<file path="config.mk">
export PLATFORM = sky130hd
export DESIGN_NAME = isprw_top
export DESIGN_NICKNAME = d
export VERILOG_FILES = /design/src/isprw_pkg.sv /design/src/isprw_timer.sv /design/src/isprw_top.sv
export VERILOG_INCLUDE_DIRS = /design/src
export SDC_FILE = /design/constraint.sdc
export NUM_CORES = 1
export LEC_CHECK = 0
export ABC_AREA = 1
export BUFFER_PORTS_ARGS = -buffer_cell sky130_fd_sc_hd__buf_2
export CORE_MARGIN = 2
export CORE_UTILIZATION = 25
export DETAILED_ROUTE_END_ITERATION = 10
export GPL_TIMING_DRIVEN = 0
export PLACE_DENSITY = 0.46
export SYNTH_ARGS = -nofsm -noshare
export SYNTH_HDL_FRONTEND = slang
export SYNTH_HIERARCHICAL = 1
export SYNTH_SLANG_ARGS = --single-unit
</file>
<file path="constraint.sdc">
create_clock -name i_mclk -period 3.24 [get_ports i_mclk]
set_clock_uncertainty 0.05 [all_clocks]
set_input_delay 0.648 -clock i_mclk [delete_from_list [all_inputs] [get_ports i_mclk]]
set_output_delay 0.648 -clock i_mclk [all_outputs]
set_load 0.03 [all_outputs]
</file>
<file path="src/isprw_cfg.svh">
/*
 * isprw_cfg.svh: offsets, field positions, reset values and timing counts
 * of the word programmer.
 * assumes: included by the top design module only, not by isprw_pkg.sv or the timer.
 */
`ifndef ISPRW_CFG_SVH
`define ISPRW_CFG_SVH

// ==========================================================
// register offsets
`define ISPRW_OFF_ADDR_HIGH 8'hA0
`define ISPRW_OFF_ADDR_LOW 8'hA1
`define ISPRW_OFF_DATA_HIGH 8'hA2
`define ISPRW_OFF_DATA_LOW 8'hA3
`define ISPRW_OFF_TIME_SEL 8'hA4
`define ISPRW_OFF_COMMAND 8'hA5
`define ISPRW_OFF_STATUS 8'hA6

// ==========================================================
// field positions and reset values
`define ISPRW_VREADY_BIT 7
`define ISPRW_CMD_GO_BIT 0
`define ISPRW_STAT_BUSY_BIT 0
`define ISPRW_STAT_DONE_BIT 1
`define ISPRW_STAT_REJ_BIT 2
`define ISPRW_RST_BYTE 8'h00
`define ISPRW_RST_TSEL 2'h0

// ==========================================================
// timing
`define ISPRW_CLK_MHZ 50
`define ISPRW_T240_US 240
`define ISPRW_T120_US 120
`define ISPRW_T60_US 60
`define ISPRW_T30_US 30
`define ISPRW_CYC(us) ((us) * `ISPRW_CLK_MHZ)

`endif

</file>
<file path="src/isprw_pkg.sv">
/*
 * isprw_pkg: types of the word programmer.
 * assumes: isprw_cfg.svh sits in the include path.
 */
package isprw_pkg;

    // ======================================================
    // controller states
    typedef enum logic [1:0] {
        ISPRW_IDLE = 2'b00,
        ISPRW_PROG = 2'b01,
        ISPRW_DONE = 2'b10
    } isprw_state_t;

    // ======================================================
    // ROM write port carrier
    typedef struct packed {
        logic en;
        logic [12:0] addr;
        logic [15:0] data;
    } isprw_rom_wr_t;

endpackage : isprw_pkg

</file>
<file path="src/isprw_timer.sv">
/*
 * isprw_timer: programming-time down counter.
 * assumes: start is a one-cycle pulse on i_mclk; load value from the top.
 */
`timescale 1ns/100ps
module isprw_timer #(
    parameter int WIDTH = 14
) (
    // clock and reset
    input wire logic i_mclk,
    input wire logic i_rst,
    // control
    input wire logic i_start,
    input wire logic [WIDTH-1:0] i_load,
    // status
    output logic o_busy,
    output logic o_expire
);
    logic [WIDTH-1:0] cnt_r;
    logic busy_r;
    wire last = busy_r && (cnt_r == WIDTH'(1));

    always_ff @(posedge i_mclk) begin
        if (i_rst) begin
            cnt_r <= '0;
            busy_r <= 1'b0;
        end else if (i_start) begin
            cnt_r <= i_load;
            busy_r <= 1'b1;
        end else if (busy_r) begin
            cnt_r <= cnt_r - WIDTH'(1);
            busy_r <= !last;
        end
    end

    assign o_busy = busy_r;
    assign o_expire = last;
endmodule : isprw_timer

</file>
<file path="src/isprw_top.sv">
/*
 * isprw_top: in-system word programmer for the program ROM.
 * assumes: plain register port on i_mclk, ROM write port accepts o_rom_wr
 * as a one-cycle strobe; i_vpp_ok comes from an analogue comparator.
 */
`timescale 1ns/100ps
`include "isprw_cfg.svh"
module isprw_top
    import isprw_pkg::*;
#(
    parameter int TW = 14
) (
    // clock and reset
    input wire logic i_mclk,
    input wire logic i_rst,
    // register port
    input wire logic [7:0] i_addr,
    input wire logic [7:0] i_wdata,
    input wire logic i_wr,
    input wire logic i_rd,
    output logic [7:0] o_rdata,
    // programming voltage sense
    input wire logic i_vpp_ok,
    // program word instruction
    input wire logic i_program_word_instr,
    // rom write port and busy flag
    output isprw_rom_wr_t o_rom_wr,
    output logic o_busy
);
    // ======================================================
    // registers
    logic [4:0] addr_hi_r;
    logic [7:0] addr_lo_r;
    logic [7:0] data_hi_r;
    logic [7:0] data_lo_r;
    logic [1:0] tsel_r;
    logic done_r;
    logic rej_r;
    logic vpp_s1_r;
    logic vpp_s2_r;
    logic [7:0] rdata_r;
    isprw_state_t state_r;
    isprw_state_t state_nxt;
    isprw_rom_wr_t rom_r;
    logic [12:0] hold_addr_r;
    logic [15:0] hold_data_r;

    // ======================================================
    // decode
    wire sel_ah = i_addr == `ISPRW_OFF_ADDR_HIGH;
    wire sel_al = i_addr == `ISPRW_OFF_ADDR_LOW;
    wire sel_dh = i_addr == `ISPRW_OFF_DATA_HIGH;
    wire sel_dl = i_addr == `ISPRW_OFF_DATA_LOW;
    wire sel_ts = i_addr == `ISPRW_OFF_TIME_SEL;
    wire sel_cmd = i_addr == `ISPRW_OFF_COMMAND;
    wire sel_st = i_addr == `ISPRW_OFF_STATUS;
    wire cmd_wr = i_wr && sel_cmd && i_wdata[`ISPRW_CMD_GO_BIT];
    wire request = cmd_wr || i_program_word_instr;
    wire vready = vpp_s2_r;
    wire timer_busy;
    wire expire;
    wire accept = request && (state_r == ISPRW_IDLE) && vready;
    wire reject = request && !accept;

    // ======================================================
    // programming time select
    function automatic logic [TW-1:0] prog_cycles(input logic [1:0] sel);
        case (sel)
            2'h0: prog_cycles = TW'(`ISPRW_CYC(`ISPRW_T240_US));
            2'h1: prog_cycles = TW'(`ISPRW_CYC(`ISPRW_T120_US));
            2'h2: prog_cycles = TW'(`ISPRW_CYC(`ISPRW_T60_US));
            default: prog_cycles = TW'(`ISPRW_CYC(`ISPRW_T30_US));
        endcase
    endfunction : prog_cycles

    isprw_timer #(
        .WIDTH(TW)
    ) u_timer (
        .i_mclk(i_mclk),
        .i_rst(i_rst),
        .i_start(accept),
        .i_load(prog_cycles(tsel_r)),
        .o_busy(timer_busy),
        .o_expire(expire)
    );

    // ======================================================
    // read mux
    wire [7:0] rd_mux =
        sel_ah ? {vready, 2'h0, addr_hi_r} :
        sel_al ? addr_lo_r :
        sel_dh ? data_hi_r :
        sel_dl ? data_lo_r :
        sel_st ? {5'h00, rej_r, done_r, timer_busy} :
        8'h00;

    // ======================================================
    // voltage flag synchroniser
    always_ff @(posedge i_mclk) begin
        if (i_rst) begin
            vpp_s1_r <= 1'b0;
            vpp_s2_r <= 1'b0;
        end else begin
            vpp_s1_r <= i_vpp_ok;
            vpp_s2_r <= vpp_s1_r;
        end
    end

    // ======================================================
    // software registers
    always_ff @(posedge i_mclk) begin
        if (i_rst) begin
            addr_hi_r <= 5'h00;
            addr_lo_r <= `ISPRW_RST_BYTE;
            data_hi_r <= `ISPRW_RST_BYTE;
            data_lo_r <= `ISPRW_RST_BYTE;
            tsel_r <= `ISPRW_RST_TSEL;
        end else if (i_wr) begin
            if (sel_ah) addr_hi_r <= i_wdata[4:0];
            if (sel_al) addr_lo_r <= i_wdata;
            if (sel_dh) data_hi_r <= i_wdata;
            if (sel_dl) data_lo_r <= i_wdata;
            if (sel_ts) tsel_r <= i_wdata[1:0];
        end
    end

    // ======================================================
    // read data, one cycle later
    always_ff @(posedge i_mclk) begin
        if (i_rst) rdata_r <= 8'h00;
        else rdata_r <= i_rd ? rd_mux : 8'h00;
    end

    // ======================================================
    // sticky status, set wins over clear by status read
    always_ff @(posedge i_mclk) begin
        if (i_rst) begin
            done_r <= 1'b0;
            rej_r <= 1'b0;
        end else begin
            done_r <= expire || (done_r && !(i_rd && sel_st));
            rej_r <= reject || (rej_r && !(i_rd && sel_st));
        end
    end

    // ======================================================
    // controller
    always_comb begin
        state_nxt = state_r;
        case (state_r)
            ISPRW_IDLE: if (accept) state_nxt = ISPRW_PROG;
            ISPRW_PROG: if (expire) state_nxt = ISPRW_DONE;
            ISPRW_DONE: state_nxt = ISPRW_IDLE;
            default: state_nxt = ISPRW_IDLE;
        endcase
    end

    always_ff @(posedge i_mclk) begin
        if (i_rst) begin
            state_r <= ISPRW_IDLE;
            hold_addr_r <= 13'h0000;
            hold_data_r <= 16'h0000;
            rom_r <= '0;
        end else begin
            state_r <= state_nxt;
            if (accept) begin
                hold_addr_r <= {addr_hi_r, addr_lo_r};
                hold_data_r <= {data_hi_r, data_lo_r};
            end
            rom_r.en <= expire;
            rom_r.addr <= hold_addr_r;
            rom_r.data <= hold_data_r;
        end
    end

    assign o_rdata = rdata_r;
    assign o_rom_wr = rom_r;
    assign o_busy = (state_r != ISPRW_IDLE);
endmodule : isprw_top

</file>
# Word-level counts from Yosys, hierarchy flattened
# Index checks and enable logic that the tools add are counted.
# Widths: inputs -> output; s select.
# word_totals
ff_bits	119
inputBits	22
# op_classes
add_sub_neg	1
eq_ne	13
muxes	13
bitwise	1
reduce_logical	27
# ops
op	count
$eq 8x8->1 const B	7
$pmux 14 s3	1
$mux 8	4
$mux 14	2
$eq 14x1->1 const B	1
$sub 14x1->14 const B	1
$reduce_and 2->1	6
$logic_and 1x1->1	9
$eq 2x1->1 const B	2
$logic_not 2->1	2
$mux 2	2
$ne 2x2->1 const B	2
$pmux 2 s2	1
$reduce_bool 2->1	2
$logic_not 1->1	3
$logic_or 1x1->1	3
$mux 3	1
$reduce_or 3->1	1
$eq 2x2->1 const B	1
$mux 1	2
$reduce_or 2->1	1
$not 1->1	1

# Logic depth before layout (Yosys ltp)
# Gate-level depths: netlist (run 1).
# logic_depth
ltp_word	9
depth_mapped	14
depth_no_buf	12

# Hierarchy
# The synthesis (run 1) kept the hierarchy.
# modules_own_cells
mod	n_inst	cells_each	area_each_um2	seq_area_each_um2
isprw_top	1	505	3895.0	2082.0
isprw_timer	1	148	1001.0	300.3

# Least setup slack after synthesis (run 1)
# Ideal clock, no wire load.
# synth_path
kind	input-to-reg
from	input port i_wr
to	register u_timer.cnt_r[5]
setup_time_ns	0.056
t_arrival_ns	2.046
required_time_ns	3.134
slack_ns	1.087
path_stages	14
path_buffers	3
path_cell_list	buf_4 > inv_4 > nor2_4 > nand3_2 > nand2_2 > nand2_2 > clkinv_2 > buf_6 > buf_4 > inv_1 > nand2_1 > nor4_1 > o21ai_1 > inv_1
# synth_via
elab_chain_len	6
elab_cells_between_ends	7
classes_between	mux (1); reduce/logical (6)
# synth_rtl
element	line	source
start: declaration	isprw_top.sv:19	input wire logic i_wr,
$logic_and 1x1->1 * (2 in series)	isprw_top.sv:57	wire cmd_wr = i_wr && sel_cmd && i_wdata[`ISPRW_CMD_GO_BIT];
$logic_or 1x1->1 *	isprw_top.sv:58	wire request = cmd_wr || i_program_word_instr;
$logic_and 1x1->1 * (2 in series)	isprw_top.sv:62	wire accept = request && (state_r == ISPRW_IDLE) && vready;
named net accept	isprw_top.sv:62	
$mux 14 / $reduce_bool 2->1 (equally long branches)	n/a	
end signal: assignment	isprw_timer.sv:28	cnt_r <= i_load;
end signal: assignment	isprw_timer.sv:31	cnt_r <= cnt_r - WIDTH'(1);
end: declaration	isprw_timer.sv:19	logic [WIDTH-1:0] cnt_r;
# The timed path passes the listed nets; every way through them passes the cells marked *.
# A chain may end at the register's enable or synchronous reset.

# Worst setup path in the final report (run 1)
# layout_path
from	input port i_addr[6]
to	register u_timer.cnt_r[10]
# layout_via
elab_chain_len	7
elab_cells_between_ends	8
classes_between	eq/ne (1); mux (1); reduce/logical (6)
# layout_rtl
element	line	source
start: declaration	isprw_top.sv:17	input wire logic [7:0] i_addr,
$eq 8x8->1 (no line) *	n/a	
$logic_and 1x1->1 * (2 in series)	isprw_top.sv:57	
$logic_or 1x1->1 *	isprw_top.sv:58	
$logic_and 1x1->1 * (2 in series)	isprw_top.sv:62	
named net accept	isprw_top.sv:62	
$mux 14 / $reduce_bool 2->1 (equally long branches)	n/a	
# Marked as above.

==> results of run 1 <==
cell type report:
cell class	instances	area [um^2]	share of cell area
clock buffer	20	437	0.0717
clock inverter	12	129	0.0212
multi-input combinational	422	2020	0.331
buffer	30	184	0.0302
sequential	119	2380	0.391
timing repair buffer	59	295	0.0485
inverter	83	317	0.0520
tap	265	332	0.0544
worst max-delay path by stage:
stage	from	end	slack [ns]
floorplan	i_wr	u_timer/cnt_r[5]	1.09
finish	i_addr[6]	u_timer/cnt_r[10]	1.15
CTS	i_addr[6]	u_timer/cnt_r[10]	1.13
detailed placement	i_addr[6]	u_timer/cnt_r[9]	0.69
global placement	i_addr[6]	u_timer/cnt_r[7]	0.67
global route	i_addr[6]	u_timer/cnt_r[10]	0.95
registers in the layout, summed over array words and instances, names as in the netlist:
signal / count
o_rom_wr: 30
hold_data_r: 16
u_timer/cnt_r: 14
hold_addr_r: 13
addr_lo_r: 8
data_hi_r: 8
data_lo_r: 8
o_rdata: 8
addr_hi_r: 5
state_r: 2
tsel_r: 2
done_r: 1
rej_r: 1
u_timer/o_busy: 1
vpp_s1_r: 1
vpp_s2_r: 1
cells in the mapped netlist, drive strengths merged:
cell,instances
nand4,5
nand3,52
and2,2
ha,2
o21ai,53
clkbuf,14
dfxtp,119
nand2,96
xor2,4
inv,81
nor3,7
o31ai,1
conb,1
a22oi,8
a21oi,38
a31oi,3
nor4,2
buf,16
nor3b,1
nor2,146
clkinv,2
power groups by stage:
stage	sequential (W)	clock [W]	combinational, W
after floorplan	0.00156	0	0.000197
final	0.00152	0.00182	0.000290
after global placement	0.00155	0	0.000291
after detailed placement	0.00155	0	0.000292
after global routing	0.00152	0.00192	0.000332
after CTS	0.00152	0.00186	0.000292
logic make-up after synthesis:
family	after synthesis	synth area share
adders and majority gates	2	0.00511
xor gates and xnor gates	4	0.00715
AOI/OAI and AO/OA	103	0.111
buffers and inverters	113	0.102
and+or+nand+nor	311	0.287
other	1	0.000766
DFF	119	0.487
per-layer routing:
metal / vias up / part of all wire / track usage
met1: 1898 / 0.51 / 0.192
met3: 19 / 0.054 / 0.0327
met2: 116 / 0.42 / 0.191
met5: - / 0 / 0
li1: 2231 / - / -
met4: 0 / 0.016 / 0.0495
critical path: cells and delay by family:
family / cells / cell delay (ns)
and+or+nand+nor: 7 / 0.83
buffers and inverters: 7 / 0.78
AOI/OAI and AO/OA: 1 / 0.06
through the flow:
stage	hold WS [ns]	power [W]	util	setup WS (ns)	std cells
2_1_floorplan	0.338	0.00176	-	1.09	654
3_3_place_gp	0.358	0.00184	0.286	0.667	978
3_5_place_dp	0.347	0.00184	0.286	0.687	978
4_1_cts	0.367	0.00367	0.315	1.13	1010
5_1_grt	0.378	0.00378	0.315	0.949	1010
6_report	0.366	0.00363	0.315	1.15	1010
==> run metrics, run 1 <==
worst slew pin tran=0.616 ns; Antenna Cells=0; GP Congestion=0.790; H-tree Lvls=4; sequential-to-total area share from yosys stat=0.487; Die Height=144 um; mapped cell area=4900 um^2; Final Setup Violations=0; cts bufs inserted=17; RR Endpoint=u_timer/cnt_r[10]; Sw Share=0.250; GRT Overall Usage=0.133; Static Leak=2.57 nW; WHS Endpoint=o_rom_wr[13]; slowest stage cell on the critical path=nor2_8; Hold Path Class=reg2reg; PortBufs=59; internal cell power=0.00272 W; fin. max-slew vios=0; Power Dens Cells=596 nW/um^2; Top cell by count, worst path=nand2_2; #FFs+latches synth=119; fin area=6090 um^2; dpl cell area=5530 um^2; Worst slew margin=0.589; Cell Chain, Critical Path=buf_2, inv_1, nand2_2, nor2_8, nand3_2, nand2_2, nand2_2, clkinv_2, buf_6, buf_4, inv_1, nand2_1, inv_2, nand3_1, a21oi_1; most frequent cells in the layout=nor2_1, dfxtp_1, nand2_1, inv_1, buf_2; wire per inst=12.9 um; standard-cell rows=51; largest net degree at the start of global routing=17; layout cells sized above 1=0.192; detailed-route DRC error count=0; status=completed; initial antenna violation count=0; total of max-cap violations=0; via-per-instance ratio=4.22; first-pass GRT wire length=21.0 mm; die width=144 um; commonest non-fill, non-tap cell in the layout=nor2_1; Tmin final=2.09 ns; hold_buf cts=0; synth unique cells=35; Via Count=4,264; CP Launch Type=input port; Setup CP Type=in2reg; dpl hpwl=9.48 mm; Critical Path RT=3.47 ns; Area growth, synth to finish=24.4%; Area contributors post-synth=dfxtp_1, nor2_1, nand2_1; total gr overflow=0; vias in the first global route=3,986; Post-Syn Instances=653; Crit path largest cell delay=0.19 ns; Synth warnings=6; logic gate share of total power=0.080; remaining antenna violation count=0; CTS Buffer Depth=2; cell taking the most area after synthesis=dfxtp_1; reg-to-reg critical path startpoint=state_r[1]; Total Wirelength=13.0 mm; clock sink total=119; reg2reg path depth=11; Die ar.=20,700 um^2; Hold Startpoint=hold_data_r[13]; # fillers=2,128; core box area=19,300 um^2; Fin. Hold Viols=0; clock-pin slew on the worst setup and hold paths=0.06 ns; io pins=61; final worst path period share=0.646; switching power=0.000906 W; Setup TNS=0 ns; starting density of the core=0.253; Clock Power Share=0.501; clk_lat worst skew=0.42 ns; TritonCTS clock tree=done; post-CTS setup buffers=0; fmax=478 MHz; Yosys top cell area share=0.487; register share of total power=0.419; CP Max Fanout=10; DRT iter0 DRCs=308; internal reg-to-reg setup slack=1.39 ns; Root Buffer=clkbuf_16; Data arrival, critical path=2.32 ns; RSZ-0062 raised after global routing=false; Post-layout nets=756; router iterations before antenna repair=6; WHS Path Cells=2; # resized after CTS=0; crit path capture type=register; worst vdd ir=0.000246 V; syn_area_per_cell=7.50 um^2
Note: power is estimated with default switching activity, not from simulation.
==> run 2, diff against run 1 <==
--- a/config.mk
+++ b/config.mk
@@ -12,7 +12,7 @@
 export CORE_UTILIZATION = 25
 export DETAILED_ROUTE_END_ITERATION = 10
 export GPL_TIMING_DRIVEN = 0
-export PLACE_DENSITY = 0.46
+export PLACE_DENSITY = 0.47
 export SYNTH_ARGS = -nofsm -noshare
 export SYNTH_HDL_FRONTEND = slang
 export SYNTH_HIERARCHICAL = 1
==> constraint.sdc (replaced) <==
create_clock -name i_mclk -period 1.7 [get_ports i_mclk]
set_clock_uncertainty 0.05 [all_clocks]
set_input_delay 0.34 -clock i_mclk [delete_from_list [all_inputs] [get_ports i_mclk]]
set_output_delay 0.34 -clock i_mclk [all_outputs]
set_load 0.03 [all_outputs]
==> run 2 against run 1 <==
  * Clock-buffer cell count unchanged
  * Flip-flop and latch count unchanged
  * Die area is the same
  * Cell area rose by 1.6%
  * Sequential power increased by 91%
  * Combinational power rose by 99%
  * Hold slack got worse by 0.28 ns
  * Critical path type is now reg2reg
==> run metrics, run 2 (synthesis gave the netlist of run 1 again) <==
fin area=6190 um^2; CP delay by family, top=simple AND/OR/NAND/NOR gates; Antenna Cells=0; core box area=19,300 um^2; GP Congestion=0.829; Min Hold Slack=0.0826 ns; vias in the first global route=3,819; Cell Chain, Critical Path=inv_1, nand2_2, nor2_2, nand2_4, clkinv_8, inv_1, nand2_2, nor4_1, o21ai_1, inv_1; io pins=61; RR Endpoint=u_timer/cnt_r[5]; largest net degree at the start of global routing=20; PortBufs=59; Root Buffer=clkbuf_16; cts bufs inserted=17; Die ar.=20,700 um^2; CP Launch Point=state_r[1]; Area growth, synth to finish=26.4%; TritonCTS clock tree=done; Buf/Inv on CP=4; total gr overflow=0; Fin. Hold Viols=0; starting density of the core=0.253; Static Leak=2.59 nW; Crit path largest cell delay=0.32 ns; CP Launch Type=register; Setup CP Type=reg2reg; Setup crit end=u_timer/cnt_r[5]; Final Setup Violations=0; H-tree Lvls=4; dpl cell area=5630 um^2; slowest stage cell on the critical path=dfxtp_1; standard-cell rows=51; fin. max-slew vios=0; internal reg-to-reg setup slack=0.19 ns; Hold Path Class=in2reg; reg-to-reg critical path startpoint=state_r[1]; clk_lat worst skew=0.41 ns; Top cell by count, worst path=inv_1; first-pass GRT wire length=21.0 mm; crit path capture type=register; CP Max Fanout=21; clock sink total=119; status=completed; wire per inst=13.0 um; worst slew pin tran=0.548 ns; Tmin final=1.51 ns; hold_buf cts=0; max reg flops=30; RSZ-0062 raised after global routing=true; via-per-instance ratio=4.10; Worst path depth=10; Data arrival, critical path=1.81 ns; worst vdd ir=0.000506 V; router iterations before antenna repair=5; Power Dens Cells=1110 nW/um^2; DRT iter0 DRCs=266; Total Wirelength=13.1 mm; Critical Path RT=2.01 ns; initial antenna violation count=0; CTS Buffer Depth=2; most frequent cells in the layout=nor2_1, dfxtp_1, nand2_1, inv_1, buf_2; commonest non-fill, non-tap cell in the layout=nor2_1; reg2reg path depth=10; Via Count=4,128; detailed-route DRC error count=0; fmax=664 MHz; dpl hpwl=9.66 mm; clock-pin slew on the worst setup and hold paths=0.05 ns; final worst path period share=0.886; Post-layout nets=755; Final Power=0.00684 W; Die Height=144 um; Worst slew margin=0.634; GRT Overall Usage=0.134; layout cells sized above 1=0.209; remaining antenna violation count=0; die width=144 um; total of max-cap violations=0
## run 2: cell types whose count changed in the layout (fill, tap and decap cells not counted), sizes merged
cell,before,now
buf,75,74
bufinv,2,1
inv,82,81
clkinv,8,9
## run 2: how the worst min path moves through the flow
| stage | to | cells after the start | startpoint | slack [ns] |
|---|---|---|---|---|
| after floorplan | vpp_s2_r | 2 | vpp_s1_r | 0.34 |
| after global placement | vpp_s2_r | 2 | vpp_s1_r | 0.36 |
| after detailed placement | vpp_s2_r | 2 | vpp_s1_r | 0.35 |
| after CTS | vpp_s1_r | 3 | i_vpp_ok | 0.08 |
| after global routing | vpp_s1_r | 3 | i_vpp_ok | 0.09 |
| final | vpp_s1_r | 3 | i_vpp_ok | 0.08 |
## run 2: cell type report
type	count	area, um^2
Tap cell	265	332
Clock inverter	11	103
Timing Repair Buffer	60	303
Multi-Input combinational cell	422	2080
Buffer	28	178
Clock buffer	20	457
Fill cell	2149	13100
Inverter	83	354
Sequential cell	119	2380
## run 2: power breakdown
part	internal, W	total, W	switching, W
sequential	0.00285	0.00290	0.0000452
combinational	0.000196	0.000576	0.000379
clock	0.00207	0.00337	0.00129
## run 2: tightest hold or removal path: cells and delay by family
kind                   cells  cell delay [ns]
buffers and inverters      2             0.11
AND/OR/NAND/NOR            1             0.06
## run 2: through the flow
step                      setup slack [ns]   util  setup TNS, ns  cells
final                                0.194  0.320              0   1008
after detailed placement            -0.511  0.291         -13.33    978
after global routing              -0.00860  0.320       -0.00860   1008
after floorplan                    -0.0135      -        -0.0135    654
after CTS                           0.0368  0.320              0   1009
after global placement              -0.496  0.291         -13.75    978
## run 2: timing repair
item                       4_1_cts  5_1_grt
pin swaps                        1        0
resized for setup                3        2
setup endpoints to repair       14       14
buffers inserted                 1        0
## run 2: routing by layer
metal / routed length [um] / track usage / vias to the layer above / share of wire
li1: - / - / 2219 / -
met4: 163 / 0.0464 / 0 / 0.012
met1: 6780 / 0.190 / 1820 / 0.52
met2: 5710 / 0.198 / 80 / 0.43
met5: 0 / 0 / - / 0
met3: 481 / 0.0323 / 9 / 0.037
==> run 3, diff against run 2 <==
--- a/config.mk
+++ b/config.mk
@@ -12,7 +12,7 @@
 export CORE_UTILIZATION = 25
 export DETAILED_ROUTE_END_ITERATION = 10
 export GPL_TIMING_DRIVEN = 0
-export PLACE_DENSITY = 0.47
+export PLACE_DENSITY = 0.46
 export SYNTH_ARGS = -nofsm -noshare
 export SYNTH_HDL_FRONTEND = slang
 export SYNTH_HIERARCHICAL = 1
==> constraint.sdc (replaced) <==
create_clock -name i_mclk -period 1.8 [get_ports i_mclk]
set_clock_uncertainty 0.05 [all_clocks]
set_input_delay 0.36 -clock i_mclk [delete_from_list [all_inputs] [get_ports i_mclk]]
set_output_delay 0.36 -clock i_mclk [all_outputs]
set_load 0.03 [all_outputs]
==> run 3 against run 2 <==
  * Power shrank 7.7%
  * Clock power shrank 9.8%
  * Highest routed layer unchanged
  * Global-route usage is essentially flat
  * First-iteration DRC count grew 8.3%
  * Hold slack gained 0.036 ns
  * Via count grew 1.4%
  * Critical path type is now in2reg
  * Combinational power shrank 7.3%
  * Wire length grew 0.72%
  * Flip-flop and latch count is the same
  * Setup slack lost 0.016 ns
==> run metrics, run 3 (synthesis gave the netlist of run 1 again) <==
clk_lat worst skew=0.42 ns; Antenna Cells=0; status=completed; CP Max Fanout=10; starting density of the core=0.253; commonest non-fill, non-tap cell in the layout=nor2_1; Power Dens Cells=1040 nW/um^2; worst slew pin tran=0.569 ns; Die ar.=20,700 um^2; Post-layout nets=754; total gr overflow=0; Setup CP Type=in2reg; TritonCTS clock tree=done; via-per-instance ratio=4.16; final worst path period share=0.901; largest net degree at the start of global routing=20; Data arrival, critical path=1.87 ns; total of max-cap violations=0; first-pass GRT wire length=20.9 mm; Static Leak=2.56 nW; detailed-route DRC error count=0; DRT iter0 DRCs=288; Fin. Hold Viols=0; Setup TNS=0 ns; core box area=19,300 um^2; wire per inst=13.1 um; reg-to-reg critical path startpoint=state_r[1]; Root Buffer=clkbuf_16; Worst slew margin=0.621; fmax=617 MHz; initial antenna violation count=0; hold_buf cts=0; fin. max-slew vios=0; remaining antenna violation count=0; max reg flops=30; dpl hpwl=9.57 mm; crit path capture type=register; GRT Overall Usage=0.134; cts bufs inserted=17; clock-pin slew on the worst setup and hold paths=0.05 ns; Hold Path Class=in2reg; io pins=61; clock sink total=119; Die Height=144 um; router iterations before antenna repair=4; Tmin final=1.62 ns; vias in the first global route=3,903; PortBufs=59; CTS Buffer Depth=2; Total Wirelength=13.2 mm; Final Setup Violations=0; Critical Path RT=2.05 ns; CP Launch Type=input port; final std cells w/o fill=1,006; CP Launch Point=i_rst; H-tree Lvls=4; GP Congestion=0.824; RSZ-0062 raised after global routing=false; Via Count=4,186; layout cells sized above 1=0.194; # placed instances=978; die width=144 um; standard-cell rows=51; Hold Startpoint=i_vpp_ok; Area growth, synth to finish=24.0%; worst vdd ir=0.000525 V; most frequent cells in the layout=nor2_1, dfxtp_1, nand2_1, inv_1, buf_2
## run 3: changes by cell type in the layout (fill, tap and decap cells not counted), sizes merged
cell / before / now
clkinv: 9 / 8
inv: 81 / 82
buf: 74 / 73
clkinvlp: 3 / 2
## run 3: metal layers
metal | vias up | share of wire | GRT usage
met2 | 92 | 0.42 | 0.198
met4 | 0 | 0.019 | 0.0573
li1 | 2217 | - | -
met3 | 17 | 0.043 | 0.0347
met1 | 1860 | 0.51 | 0.185
met5 | - | 0 | 0
## run 3: critical path, cell delays in order
cell and delay [ns]:
buf_2 0.13, clkbuf_1 0.41, clkbuf_1 0.49, buf_2 0.37
nor2_1 0.10
## run 3: where the power goes
part | switching [W] | internal [W] | total [W]
sequential | 0.0000411 | 0.00270 | 0.00274
combinational | 0.000356 | 0.000177 | 0.000534
clock | 0.00118 | 0.00186 | 0.00304
## run 3: timing repair
item,4_1_cts,5_1_grt
setup endpoints to repair,6,15
pin swaps,1,0
setup buffers,0,0
resized for setup,2,4
## run 3: final timing paths
path                  endpoint  slack (ns)  depth (start not counted)
max               o_rom_wr[16]        0.18                          5
min reg2reg           vpp_s2_r        0.36                          2
max reg2reg  u_timer/cnt_r[10]        0.20                          9
min                   vpp_s1_r        0.12                          3
## run 3: area by class of cell
class,count,area (um^2)
Sequential cell,119,2380
Clock buffer,20,437
Fill cell,2118,13300
Timing Repair Buffer,59,295
Tap cell,265,332
Buffer,28,168
Inverter,83,325
Multi-Input combinational cell,422,2050
Clock inverter,10,83.8
## run 3: stage by stage
step,hold slack [ns],utilization,power [W],setup WS (ns),cell area [um^2]
floorplan,0.338,-,0.00317,0.0123,4920
global placement,0.359,0.287,0.00332,-0.397,5550
detailed placement,0.350,0.287,0.00332,-0.410,5550
CTS,0.103,0.314,0.00639,0.0744,6070
global route,0.127,0.314,0.00658,0.0392,6070
finish,0.119,0.314,0.00631,0.178,6070
